[src/rtl/vps_pkg.sv]
// Package with register layout, reset values and types of the palette snoop.
package vps_pkg;

   // Register byte offset on the APB bus.
   localparam logic [11:0] VPS_REDIRECT_OFS = 12'h000;
   localparam logic [11:0] VPS_STATUS_OFS   = 12'h004;

   // Field positions of the redirect register.
   localparam int VPS_EN_BIT    = 31;
   localparam int VPS_MASK_LSB  = 0;
   localparam int VPS_ADDR_LSB  = 4;
   localparam int VPS_DATA_LSB  = 24;

   // Reset values of the redirect fields.
   localparam logic [3:0] VPS_MASK_RST = 4'h2;
   localparam logic [3:0] VPS_ADDR_RST = 4'h0;
   localparam logic [3:0] VPS_DATA_RST = 4'h1;
   localparam logic       VPS_EN_RST   = 1'b1;
   localparam logic [31:0] VPS_REDIRECT_RST = 32'h8100_0002;
   localparam logic [31:0] VPS_WMASK        = 32'h8f00_00ff;

   // Snooped palette I/O port addresses.
   localparam logic [15:0] VPS_PORT_MASK = 16'h03c6;
   localparam logic [15:0] VPS_PORT_ADDR = 16'h03c8;
   localparam logic [15:0] VPS_PORT_DATA = 16'h03c9;

   // Host I/O write seen on the bus.
   typedef struct packed {
      logic        valid;
      logic [15:0] addr;
      logic [7:0]  data;
   } vps_io_wr_t;

   // Write cycle on the DAC host port.
   typedef struct packed {
      logic       wr;
      logic [3:0] addr;
      logic [7:0] data;
   } vps_dac_wr_t;

   typedef enum logic [1:0] {
      VPS_IDLE,
      VPS_ACCESS
   } vps_apb_st_t;

endpackage

[src/rtl/vps_palette_snoop.sv]
// Palette write snoop, DAC host port redirect and pass-through video select.
`timescale 1ns/100ps
// Functional notes
// - Snoop palette writes only while enable set
// - Bits 3:0 redirect port 3C6, reset 2
// - Bits 7:4 redirect port 3C8, reset 0
// - Bits 27:24 redirect port 3C9, reset 1
// - One DAC write per snooped palette write
// - Pass-through selects external VGA pixel stream
module vps_palette_snoop
   import vps_pkg::*;
(
   input  wire logic        mclk,
   input  wire logic        reset,
   // APB slave.
   input  wire logic        psel,
   input  wire logic        penable,
   input  wire logic        pwrite,
   input  wire logic [11:0] paddr,
   input  wire logic [31:0] pwdata,
   input  wire logic [3:0]  pstrb,
   output logic      [31:0] prdata,
   output logic             pready,
   output logic             pslverr,
   // Host I/O write indication from the PCI target logic.
   input  wire vps_io_wr_t  io_wr,
   // DAC host port write cycle.
   output vps_dac_wr_t      dac_wr,
   // Video streams.
   input  wire logic [7:0]  vga_pixel,
   input  wire logic [7:0]  native_pixel,
   output logic      [7:0]  lookup_pixel,
   output logic             pass_through
);

   logic [31:0] redirect_q;
   logic [31:0] redirect_d;
   logic [31:0] prdata_q;
   logic [31:0] prdata_d;
   logic        pready_q;
   logic        pslverr_q;
   logic        pslverr_d;
   vps_dac_wr_t dac_q;
   vps_dac_wr_t dac_d;
   logic [7:0]  pixel_q;
   logic [15:0] snoop_count_q;
   vps_apb_st_t st_q;
   vps_apb_st_t st_d;

   // Bus decode of the two words; everything else answers with an error.
   wire hit_redirect = paddr == VPS_REDIRECT_OFS;
   wire hit_status   = paddr == VPS_STATUS_OFS;
   wire hit_any      = hit_redirect || hit_status;
   wire access_now   = psel && penable && (st_q == VPS_ACCESS);
   wire do_write     = access_now && pwrite && hit_redirect;

   // Byte enables merged with the writable-bit mask; reserved bits stay 0.
   wire [31:0] lane_mask = {{8{pstrb[3]}}, {8{pstrb[2]}},
                            {8{pstrb[1]}}, {8{pstrb[0]}}} & VPS_WMASK;
   assign redirect_d = do_write ?
      ((redirect_q & ~lane_mask) | (pwdata & lane_mask)) :
      redirect_q;

   // Split the register into its named fields.
   wire       snoop_en   = redirect_q[VPS_EN_BIT];
   wire [3:0] mask_port  = redirect_q[VPS_MASK_LSB +: 4];
   wire [3:0] addr_port  = redirect_q[VPS_ADDR_LSB +: 4];
   wire [3:0] data_port  = redirect_q[VPS_DATA_LSB +: 4];

   // Classify the host I/O write against the three palette ports.
   wire is_mask  = io_wr.addr == VPS_PORT_MASK;
   wire is_addr  = io_wr.addr == VPS_PORT_ADDR;
   wire is_data  = io_wr.addr == VPS_PORT_DATA;
   wire is_pal   = is_mask || is_addr || is_data;
   wire snoop_hit = io_wr.valid && is_pal && snoop_en;
   wire [3:0] redir_addr = is_mask ? mask_port :
                           is_addr ? addr_port : data_port;

   // One DAC write pulse per snooped write; the strobe is a single cycle.
   assign dac_d.wr   = snoop_hit;
   assign dac_d.addr = snoop_hit ? redir_addr : dac_q.addr;
   assign dac_d.data = snoop_hit ? io_wr.data : dac_q.data;

   // Read mux; status shows the enable and a count of snooped writes.
   wire [31:0] status_word = {15'h0000, snoop_en, snoop_count_q};
   assign prdata_d = (psel && !penable && !pwrite) ?
      (hit_redirect ? redirect_q : hit_status ? status_word : 32'h0000_0000)
      : prdata_q;
   assign pslverr_d = psel && !penable && !hit_any;

   // APB sequencing: setup latches read data, access completes in one cycle.
   always_comb begin
      st_d = st_q;
      case (st_q)
         VPS_IDLE: begin
            if (psel && !penable) begin
               st_d = VPS_ACCESS;
            end
         end
         VPS_ACCESS: begin
            st_d = VPS_IDLE;
         end
         default: begin
            st_d = VPS_IDLE;
         end
      endcase
   end

   // Bus-side registers; pready rises one cycle after setup.
   always_ff @(posedge mclk) begin
      if (reset) begin
         st_q      <= VPS_IDLE;
         pready_q  <= 1'b0;
         pslverr_q <= 1'b0;
         prdata_q  <= 32'h0000_0000;
      end else begin
         st_q      <= st_d;
         pready_q  <= psel && !penable;
         pslverr_q <= pslverr_d;
         prdata_q  <= prdata_d;
      end
   end

   // Redirect register; reset gives a working pass-through with no firmware.
   always_ff @(posedge mclk) begin
      if (reset) begin
         redirect_q <= VPS_REDIRECT_RST;
      end else begin
         redirect_q <= redirect_d;
      end
   end

   // DAC port cycle and snoop counter, which wraps rather than saturates.
   always_ff @(posedge mclk) begin
      if (reset) begin
         dac_q         <= '0;
         snoop_count_q <= 16'h0000;
      end else begin
         dac_q <= dac_d;
         if (snoop_hit) begin
            snoop_count_q <= snoop_count_q + 16'h0001;
         end
      end
   end

   // Pixel select ahead of colour lookup, registered for a clean output.
   always_ff @(posedge mclk) begin
      if (reset) begin
         pixel_q <= 8'h00;
      end else begin
         pixel_q <= snoop_en ? vga_pixel : native_pixel;
      end
   end

   assign prdata       = prdata_q;
   assign pready       = pready_q;
   assign pslverr      = pslverr_q;
   assign dac_wr       = dac_q;
   assign lookup_pixel = pixel_q;
   assign pass_through = redirect_q[VPS_EN_BIT];

endmodule

[config.mk]
export PLATFORM = sky130hd
export DESIGN_NAME = vps_palette_snoop
export DESIGN_NICKNAME = d
export VERILOG_FILES = /design/src/rtl/vps_pkg.sv /design/src/rtl/vps_palette_snoop.sv
export SDC_FILE = /design/constraint.sdc
export NUM_CORES = 1
export LEC_CHECK = 0
export ABC_CLOCK_PERIOD_IN_PS = 2180
export BUFFER_PORTS_ARGS = -buffer_cell sky130_fd_sc_hd__clkbuf_2
export CAP_MARGIN = 20
export CORE_UTILIZATION = 48
export DETAILED_ROUTE_END_ITERATION = 8
export PLACE_DENSITY = 0.77
export RECOVER_POWER = 50
export REMOVE_ABC_BUFFERS = 1
export SLEW_MARGIN = 40
export SYNTH_ARGS = -nofsm -noshare
export SYNTH_HDL_FRONTEND = slang
export SYNTH_SLANG_ARGS = --single-unit
[constraint.sdc]
create_clock -name mclk -period 2.18 [get_ports mclk]
set_input_delay 0.109 -clock mclk [delete_from_list [all_inputs] [get_ports mclk]]
set_output_delay 0.109 -clock mclk [all_outputs]
set_load 0.05 [all_outputs]
==> results of run 1 <==
==> worst paths after layout <==
check	startpoint	end	slack (ns)	cells after the start
setup reg to reg	snoop_count_q[3]	snoop_count_q[15]	0.30	4
hold / removal	pwdata[5]	flip-flop	0.008	3
hold reg to reg	st_q[0]	st_q[0]	0.44	1
setup / recovery	snoop_count_q[3]	snoop_count_q[15]	0.30	4
==> Yosys cell counts, drive strengths merged (2+ instances only) <==
library cell / instances / share of area
or3: 4 / 0.0075
nand2: 25 / 0.027
or2: 9 / 0.016
buf: 15 / 0.031
nand3b: 6 / 0.013
mux2: 2 / 0.0064
a31oi: 3 / 0.0054
inv: 10 / 0.011
o211ai: 13 / 0.038
or4: 7 / 0.016
nor2b: 2 / 0.0036
nor2: 12 / 0.013
o311ai: 8 / 0.020
o2111ai: 5 / 0.012
nand3: 26 / 0.037
o31ai: 13 / 0.028
and4: 3 / 0.0075
clkbuf: 27 / 0.029
dfxtp: 75 / 0.43
and2: 4 / 0.0071
a21o: 4 / 0.0086
and3: 4 / 0.0071
nor4bb: 2 / 0.0057
nor4: 6 / 0.011
mux2i: 9 / 0.026
nand4: 23 / 0.041
o21ai: 19 / 0.027
o41ai: 8 / 0.020
a22oi: 4 / 0.0086
a21oi: 40 / 0.057
and4b: 2 / 0.0057
==> layout make-up <==
| cell class | instances | area share |
|---|---|---|
| Multi-Input combinational cell | 282 | 0.389 |
| Inverter | 11 | 0.00901 |
| Clock inverter | 4 | 0.0106 |
| Sequential cell | 75 | 0.328 |
| Timing Repair Buffer | 163 | 0.203 |
| Tap cell | 96 | 0.0262 |
| Clock buffer | 12 | 0.0339 |
==> worst max-delay path, delay by kind of cell (launching register included) <==
kind / cells / cell delay, ns
compound gates: 2 / 0.46
simple gates: 2 / 0.90
flops: 1 / 0.45
==> metrics by stage <==
stage	cell area [µm²]	TNS [ns]	hold slack [ns]
detailed placement	4180	0	0.347
CTS	4650	0	0.00184
floorplan	3330	-11.18	0.178
global route	4580	0	0.0382
global placement	4180	0	0.337
finish	4580	0	0.00784
==> power groups by stage <==
stage | sequential, mW | combinational [mW] | clock, mW
5_1_grt | 1.38 | 0.317 | 1.19
3_5_place_dp | 1.41 | 0.255 | 0
3_3_place_gp | 1.41 | 0.249 | 0
4_1_cts | 1.38 | 0.293 | 1.12
2_1_floorplan | 1.45 | 0.0908 | 0
6_report | 1.38 | 0.294 | 1.11
==> logic make-up after synthesis <==
kind of cell               share of synthesized area
AOI/OAI and AO/OA                              0.227
adders and majority gates                    0.00357
buffers and inverters                         0.0721
DFF                                            0.428
muxes                                         0.0321
other                                        0.00107
and+or+nand+nor                                0.236
==> routing by layer <==
metal	track usage	vias up
li1	-	1778
met4	0.161	0
met1	0.347	1721
met2	0.467	162
met3	0.0588	25
met5	0	-
==> out/results.md, run 1 <==
| Result | Value | Unit |
|:---|:---|:---|
| Run status | finished clean | - |
| Total grt overflow | 0 | - |
| Required arrival time at the worst endpoint | 2.46 | ns |
| Number of inserted filler cells in the final layout | 617 | - |
| Setup crit start kind | flip-flop | - |
| Yosys warning total | 0 | - |
| Number of H-tree branching levels | 3 | - |
| Starting density of the core | 0.507 | - |
| Clock tree from TritonCTS | done | - |
| Critical-path cell list | and4_1 > o2111ai_1 > or4_1 > a21oi_1 | - |
| Final-stage net count | 637 | - |
| Delay of the slowest critical-path stage | 0.58 | ns |
| Switching portion of total power | 0.252 | - |
| Transition at the pin with the smallest max-transition slack | 0.900 | ns |
| Time the worst path needs with I/O delays and setup | 1.88 | ns |
| Uppermost layer routed | met4 | - |
| Final wirelength | 10200 | µm |
| Average instance area after synthesis | 8.74 | µm² |
| Capturing element type of the critical path | flip-flop | - |
| Antenna-violating nets left | 0 | - |
| Cell Count Post-Placement | 600 | - |
| Distinct cell type count after synthesis | 49 | - |
| Data arrival, critical path | 2.16 | ns |
| Post-route clock skew | 0.0102 | ns |
| Number of buffers added for setup after CTS | 0 | - |
| Cell at the root of the clock tree | clkbuf_8 | - |
| Post-CTS sizing | 0 | - |
| Share of the clock period used by the worst path | 0.861 | - |
| First-pass GRT wire length | 16600 | µm |
| Largest fanout on the critical path | 6 | - |
| Post-Route Utilization | 0.663 | - |
| Clock Pin Slew Worst Setup and Hold Paths | 0.08 | ns |
| Critical path class | reg2reg | - |
| Total track usage | 0.285 | - |
| Maximum vdd drop | 0.442 | mV |
| Initial antenna violation count | 0 | - |
| Leakage power | 1.80 | nW |
| Total design power | 2.78 | mW |
| Overall die width | 87.4 | µm |
| Share of synthesized area occupied by flip-flops and latches | 0.428 | - |
| Maximum frequency from static timing analysis | 532 | MHz |
| Number of DRC violations after detailed routing | 0 | - |
| Proportion of power drawn by flip-flops and latches | 0.496 | - |
| Net switching power | 701 | µW |
| Number of buffers added on ports | 118 | - |
| Area growth, synth to finish | 30.7 | % |
| TritonCTS buffer count | 9 | - |
| Post-synthesis sequential element count | 75 | - |
| Multi-input logic area | 0.00178 | mm² |
| Number of rows in the core area | 30 | - |
| Sinks on Clock Net | 75 | - |
| Fraction of synthesis flops using an asynchronous set or reset pin | 0 | - |
| Power density of the placed cells | 608 | mW/mm² |
| First-iteration detailed-routing DRC count | 282 | - |
| Worst-case clock buffer depth | 2 | - |
| Post-Layout Cell Count | 643 | - |
| Metal2 WL | 4950 | µm |
| Int Power | 2.08 | mW |
| Floorplan core area | 0.00691 | mm² |
| Unrepaired setup endpoints after global routing | false | - |
| Slowest-stage cell, CP | or4_1 | - |
| Most common library cell in the layout ignoring fill and taps | dfxtp_1 | - |
| Pre-antenna DRT Iters | 5 | - |
| Count of boundary I/O pins | 150 | - |
| Quantity of hold-fixing buffers added after cts | 27 | - |
| Routability congestion estimate | 0.850 | - |
| Mean number of vias per cell | 5.73 | - |
| Fraction of layout cells with a size suffix above 1 | 0.227 | - |
| Share of total power in the clock network | 0.398 | - |
| Comb power frac | 0.106 | - |
| Setup slack at placement | 0.0984 | ns |
| Pins over their slew limit | 0 | - |
| Cells after synthesis | 401 | - |
| Normalized max-slew margin | 0.400 | - |
| Detail-routed net length per standard cell | 15.8 | µm |
| Vias in the first global route | 3605 | - |
| Inserted Diodes | 0 | - |
| Post-synth EDFFs | 0 | - |
| DIE HEIGHT | 87.4 | µm |
| Number of endpoints failing setup at the final stage | 0 | - |
| Main synth FF type | dfxtp_1 | - |
| Final Hold Vio Count | 0 | - |
| Type of the tightest min-delay check | in2reg | - |
| Largest net degree at the start of global routing | 34 | - |
| Clock latency on the worst-skew pair | 0.35 | ns |
| Most frequent cells in the layout | dfxtp_1, clkbuf_2, clkbuf_1 | - |
| Post-route met1 wirelength | 4210 | µm |
| Sequential standard cell area | 0.00150 | mm² |
| Area of the mapped netlist | 0.00350 | mm² |
| Total via count in the routed design | 3686 | - |
| Worst Slack Setup Final | 0.302 | ns |
| Detailed-placement wirelength estimate | 7030 | µm |
| Die footprint | 0.00765 | mm² |
| Detailed route wirelength on metal3 | 761 | µm |
| Max Cap Viol | 0 | - |
No activity file was read; power rests on OpenSTA's default activity.
==> run 2, diff against run 1 <==
--- a/config.mk
+++ b/config.mk
@@ -8,9 +8,9 @@
 export ABC_CLOCK_PERIOD_IN_PS = 2180
 export BUFFER_PORTS_ARGS = -buffer_cell sky130_fd_sc_hd__clkbuf_2
 export CAP_MARGIN = 20
-export CORE_UTILIZATION = 48
+export CORE_UTILIZATION = 30
 export DETAILED_ROUTE_END_ITERATION = 8
-export PLACE_DENSITY = 0.77
+export PLACE_DENSITY = 0.52
 export RECOVER_POWER = 50
 export REMOVE_ABC_BUFFERS = 1
 export SLEW_MARGIN = 40
==> run 2 against run 1 <==
  * Count of clock-buffer cells in the layout down 3
  * Global-route usage down 10 points
  * Highest routed layer unchanged
  * Non-clock buffer count down 5
  * Hold slack better by 0.0075 ns
  * Flip-flop and latch count unchanged
  * Sequential share of layout area down 0.86 points
  * Maximum frequency up 1.7%
==> out/results.md, run 2 (synthesized netlist as in run 1, its figures left out) <==
| Result | Value | Unit |
|:---|:---|:---|
| Number of inserted filler cells in the final layout | 1191 | - |
| Cell at the root of the clock tree | clkbuf_16 | - |
| Type of the tightest min-delay check | in2reg | - |
| Routability congestion estimate | 0.793 | - |
| Final-stage net count | 632 | - |
| Area growth, synth to finish | 34.3 | % |
| Register-to-register setup slack | 0.33 | ns |
| Most Used Layer, Global Route | met2 | - |
| Largest fanout on the critical path | 7 | - |
| First-pass GRT wire length | 16800 | µm |
| Delay of the slowest critical-path stage | 0.57 | ns |
| Cell Count Post-Placement | 648 | - |
| Max Cap Viol | 0 | - |
| Comb power frac | 0.087 | - |
| Post-CTS sizing | 0 | - |
| Detailed-placement wirelength estimate | 7470 | µm |
| Critical path class | reg2reg | - |
| Antenna-violating nets left | 0 | - |
| Setup crit start kind | flip-flop | - |
| Total design power | 3.27 | mW |
| Mean number of vias per cell | 5.33 | - |
| Starting density of the core | 0.307 | - |
| Number of endpoints failing setup at the final stage | 0 | - |
| Data arrival, critical path | 2.11 | ns |
| Sinks on Clock Net | 75 | - |
| Met2 Use GR | 0.303 | - |
| Most common library cell in the layout ignoring fill and taps | dfxtp_1 | - |
| Vias in the first global route | 3362 | - |
| Int Power | 2.49 | mW |
| Clock latency on the worst-skew pair | 0.34 | ns |
| Share of total power in the clock network | 0.489 | - |
| Share of the clock period used by the worst path | 0.847 | - |
| Proportion of power drawn by flip-flops and latches | 0.423 | - |
| Fraction of layout cells with a size suffix above 1 | 0.234 | - |
| Total grt overflow | 0 | - |
| Final wirelength | 10600 | µm |
| Clock tree from TritonCTS | done | - |
| Overall die width | 110 | µm |
| Count of boundary I/O pins | 150 | - |
| Worst-case clock buffer depth | 2 | - |
| Capturing element type of the critical path | flip-flop | - |
| Switching portion of total power | 0.239 | - |
| Initial antenna violation count | 0 | - |
| Met3 usage | 0.0535 | - |
| Maximum vdd drop | 0.493 | mV |
| Number of rows in the core area | 39 | - |
| Number of H-tree branching levels | 3 | - |
| Die footprint | 0.0121 | mm² |
| Inserted Diodes | 0 | - |
| First-iteration detailed-routing DRC count | 167 | - |
| Unrepaired setup endpoints after global routing | false | - |
| Total via count in the routed design | 3653 | - |
| Critical-path cell list | and4_1 > o2111ai_1 > or4_1 > a21oi_1 | - |
| Transition at the pin with the smallest max-transition slack | 0.927 | ns |
| Leakage power | 1.82 | nW |
| Post-route clock skew | 0.00465 | ns |
| Pins over their slew limit | 0 | - |
| Net switching power | 782 | µW |
| Largest net degree at the start of global routing | 62 | - |
| Final Hold Vio Count | 0 | - |
| Number of DRC violations after detailed routing | 0 | - |
| Run status | finished clean | - |
| Clock Pin Slew Worst Setup and Hold Paths | 0.06 | ns |
| Post-Layout Cell Count | 685 | - |
| Slowest-stage cell, CP | or4_1 | - |
| Required arrival time at the worst endpoint | 2.45 | ns |
| Total track usage | 0.183 | - |
| Number of buffers added on ports | 118 | - |
| Normalized max-slew margin | 0.382 | - |
| Power density of the placed cells | 694 | mW/mm² |
| GR met1 Demand/Resource | 0.227 | - |
| Maximum frequency from static timing analysis | 542 | MHz |
| Time the worst path needs with I/O delays and setup | 1.85 | ns |
| Combined buffer and inverter count along the critical path | 0 | - |
| Floorplan core area | 0.0114 | mm² |
| Pre-antenna DRT Iters | 4 | - |
| Final-layout worst hold slack | 0.0153 | ns |
| Most frequent cells in the layout | dfxtp_1, clkbuf_2, clkbuf_1 | - |
| TritonCTS buffer count | 9 | - |
| Delay-heaviest family, CP | simple AND/OR/NAND/NOR gates | - |
| Detail-routed net length per standard cell | 15.5 | µm |
| DIE HEIGHT | 110 | µm |
run 2: path summary, 6_finish.rpt:
path	start	endpoint	cells after the start
min reg2reg	st_q[0]	st_q[0]	1
max	snoop_count_q[2]	snoop_count_q[15]	4
min	native_pixel[0]	lookup_pixel[0]	3
max reg2reg	snoop_count_q[2]	snoop_count_q[15]	4
run 2: layout make-up:
class,count,area (µm²),share of cell area
clock buffers,9,225,0.0479
clock inverters,7,92.6,0.0197
inverters,11,41.3,0.00877
multi-input cells,282,1780,0.379
flip-flops and latches,75,1500,0.319
well taps,143,179,0.0380
repair buffers,158,882,0.187
run 2: stage by stage:
stage                     cell area (µm²)  TNS [ns]  setup WS [ns]  utilization
after global placement               4250         0          0.152        0.372
after global routing                 4710         0          0.179        0.412
after floorplan                      3330    -11.18         -0.501            -
after CTS                            4770         0          0.358        0.418
after detailed placement             4250         0          0.107        0.372
final                                4710         0          0.334        0.412
run 2: routing by layer:
metal / wire (µm) / part of all wire
met1: 4610 / 0.44
met2: 5130 / 0.48
met3: 726 / 0.069
met4: 126 / 0.012
met5: 0 / 0
run 2: timing repair:
| action | 4_1_cts | 5_1_grt |
|---|---|---|
| setup buffers | 0 | 0 |
| endpoints found under the hold margin | 16 | 0 |
| hold buffers | 21 | 0 |
run 2: tightest hold or removal path, stage by stage:
cell,delay (ns)
clkbuf_2,0.07
mux2i_1,0.05
nor2_1,0.08
run 2: power by group through the flow:
stage	combinational (mW)	clock, mW	sequential, mW
after floorplan	0.0908	0	1.45
after global placement	0.253	0	1.41
after detailed placement	0.257	0	1.41
after CTS	0.287	1.64	1.38
after global routing	0.309	1.69	1.38
final	0.285	1.60	1.38
==> run 3, diff against run 2 <==
--- a/config.mk
+++ b/config.mk
@@ -5,7 +5,7 @@
 export SDC_FILE = /design/constraint.sdc
 export NUM_CORES = 1
 export LEC_CHECK = 0
-export ABC_CLOCK_PERIOD_IN_PS = 2180
+export ABC_CLOCK_PERIOD_IN_PS = 1800
 export BUFFER_PORTS_ARGS = -buffer_cell sky130_fd_sc_hd__clkbuf_2
 export CAP_MARGIN = 20
 export CORE_UTILIZATION = 30
==> constraint.sdc (replaced) <==
create_clock -name mclk -period 1.8 [get_ports mclk]
set_input_delay 0.09 -clock mclk [delete_from_list [all_inputs] [get_ports mclk]]
set_output_delay 0.09 -clock mclk [all_outputs]
set_load 0.05 [all_outputs]
==> run 3 against run 2 <==
  * Sequential share of layout area is 1.3 points lower
  * Hold slack worse by 0.011 ns
  * Cell area is 4.2% higher
  * Combinational power is 27% higher
  * Clock skew is 0.0031 ns higher
  * Routed wire length is 2.5% higher
  * Critical path depth is 1 higher
  * Largest power group unchanged
==> out/results.md, run 3 (synthesized netlist as in run 1, its figures left out) <==
| Result | Value | Unit |
|:---|:---|:---|
| Sink of the worst hold path | lookup_pixel[0] | - |
| Count of boundary I/O pins | 150 | - |
| Transition at the pin with the smallest max-transition slack | 0.696 | ns |
| Register-to-register setup slack | 0.16 | ns |
| Floorplan core area | 0.0114 | mm² |
| Vias in the first global route | 3405 | - |
| WHS Path Cells | 3 | - |
| Max Cap Viol | 0 | - |
| Required arrival time at the worst endpoint | 2.07 | ns |
| Pins over their slew limit | 0 | - |
| Pre-antenna DRT Iters | 4 | - |
| First-pass GRT wire length | 16900 | µm |
| Non-Filler Cell Area, Final | 0.00490 | mm² |
| Total track usage | 0.182 | - |
| Net switching power | 947 | µW |
| Final wirelength | 10900 | µm |
| Reg-to-reg critical path endpoint | snoop_count_q[15] | - |
| Number of endpoints failing setup at the final stage | 0 | - |
| Area after DPL | 0.00436 | mm² |
| Fraction of layout cells with a size suffix above 1 | 0.242 | - |
| Maximum vdd drop | 0.607 | mV |
| Number of buffers added for setup after CTS | 0 | - |
| Routability congestion estimate | 0.763 | - |
| Critical path class | in2reg | - |
| Final-layout worst hold slack | 0.00403 | ns |
| Worst Slack Setup Final | 0.108 | ns |
| R2R cell count | 4 | - |
| Maximum frequency from static timing analysis | 591 | MHz |
| Most frequent cells in the layout | dfxtp_1, clkbuf_2, clkbuf_1 | - |
| DIE HEIGHT | 110 | µm |
| Post-CTS sizing | 0 | - |
| Inserted Diodes | 0 | - |
| Final-stage net count | 653 | - |
| Largest net degree at the start of global routing | 35 | - |
| First-iteration detailed-routing DRC count | 181 | - |
| Startpoint of the worst register-to-register path | snoop_count_q[5] | - |
| Post-route clock skew | 0.00771 | ns |
| Met3 usage | 0.0488 | - |
| Sinks on Clock Net | 75 | - |
| Setup slack at placement | -0.230 | ns |
| Clock latency on the worst-skew pair | 0.34 | ns |
| Worst-case clock buffer depth | 2 | - |
| Detail-routed net length per standard cell | 15.4 | µm |
| Startpoint of the lowest-slack hold path | native_pixel[0] | - |
| Switching portion of total power | 0.230 | - |
| Slowest-stage cell, CP | or4_1 | - |
| TritonCTS buffer count | 9 | - |
| Cell type with the highest occurrence count on the critical path | or4_1 | - |
| Setup crit start kind | primary input | - |
| Delay-heaviest family, CP | simple AND/OR/NAND/NOR gates | - |
| Total via count in the routed design | 3662 | - |
| Delay of the slowest critical-path stage | 0.54 | ns |
| Combined buffer and inverter count along the critical path | 1 | - |
| Number of rows in the core area | 39 | - |
| Area growth, synth to finish | 39.9 | % |
| Run status | finished clean | - |
| Detailed-placement wirelength estimate | 7740 | µm |
| Unrepaired setup endpoints after global routing | false | - |
| Normalized max-slew margin | 0.533 | - |
| Number of buffers added on ports | 118 | - |
| Antenna-violating nets left | 0 | - |
| Largest fanout on the critical path | 7 | - |
| Capturing element type of the critical path | flip-flop | - |
| Cell at the root of the clock tree | clkbuf_16 | - |
| Most common library cell in the layout ignoring fill and taps | dfxtp_1 | - |
| Die footprint | 0.0121 | mm² |
| Met2 Use GR | 0.299 | - |
| Total grt overflow | 0 | - |
| Critical-path cell list | clkbuf_2 > or4_1 > or4_1 > or3_1 > o211ai_2 | - |
| Share of total power in the clock network | 0.505 | - |
| Most Used Layer, Global Route | met2 | - |
| Type of the tightest min-delay check | in2reg | - |
| Proportion of power drawn by flip-flops and latches | 0.407 | - |
| Quantity of hold-fixing buffers added after cts | 28 | - |
| Power density of the placed cells | 841 | mW/mm² |
| Total design power | 4.12 | mW |
| Comb power frac | 0.088 | - |
| Data arrival, critical path | 1.96 | ns |
| Number of H-tree branching levels | 3 | - |
| Time the worst path needs with I/O delays and setup | 1.69 | ns |
| Total Neg Setup Slack | 0 | ns |
| Leakage power | 1.93 | nW |
| Int Power | 3.18 | mW |
| Number of DRC violations after detailed routing | 0 | - |
| Share of the clock period used by the worst path | 0.940 | - |
| Final Hold Vio Count | 0 | - |
| Starting density of the core | 0.307 | - |
| Initial antenna violation count | 0 | - |
| Clock Pin Slew Worst Setup and Hold Paths | 0.07 | ns |
| Mean number of vias per cell | 5.19 | - |
| GR met1 Demand/Resource | 0.235 | - |
| Overall die width | 110 | µm |
| Clock tree from TritonCTS | done | - |
[run 3: area by class of cell]
cell class | instances | area [µm²]
fillers | 1182 | 6520
multi-input cells | 282 | 1780
flip-flops and latches | 75 | 1500
repair buffers | 179 | 1060
clock buffers | 10 | 229
well taps | 143 | 179
clock inverters | 6 | 114
inverters | 11 | 41.3
[run 3: how the worst max path moves through the flow]
stage	startpoint	endpoint	slack, ns	cells after the start
CTS	paddr[0]	prdata[6]	0.12	5
floorplan	paddr[0]	prdata[7]	-0.86	4
finish	paddr[0]	prdata[5]	0.11	5
global route	flip-flop	snoop_count_q[11]	0.05	4
detailed placement	paddr[0]	prdata[6]	-0.23	5
global placement	paddr[0]	prdata[6]	-0.19	5
[run 3: metrics by stage]
| step | utilization | std cells |
|---|---|---|
| 2_1_floorplan | - | 368 |
| 4_1_cts | 0.437 | 706 |
| 3_5_place_dp | 0.382 | 662 |
| 6_report | 0.429 | 706 |
| 3_3_place_gp | 0.382 | 662 |
| 5_1_grt | 0.429 | 706 |
[run 3: power groups by stage]
stage | combinational (mW) | sequential (mW) | clock [mW]
2_1_floorplan | 0.110 | 1.75 | 0
3_3_place_gp | 0.314 | 1.71 | 0
3_5_place_dp | 0.318 | 1.71 | 0
4_1_cts | 0.366 | 1.68 | 2.12
5_1_grt | 0.390 | 1.68 | 2.19
6_report | 0.363 | 1.68 | 2.08
[run 3: metal layers]
layer,wire (µm),vias to the layer above
met2,5150,113
met5,0,-
met3,649,11
met1,4930,1726
met4,133,0
li1,-,1812
[run 3: worst reg2reg max path: stages, from the launching register on]
cell and delay, ns:
dfxtp_1 0.36, and4_1 0.23, o2111ai_1 0.27, or4_1 0.57, a21oi_1 0.14
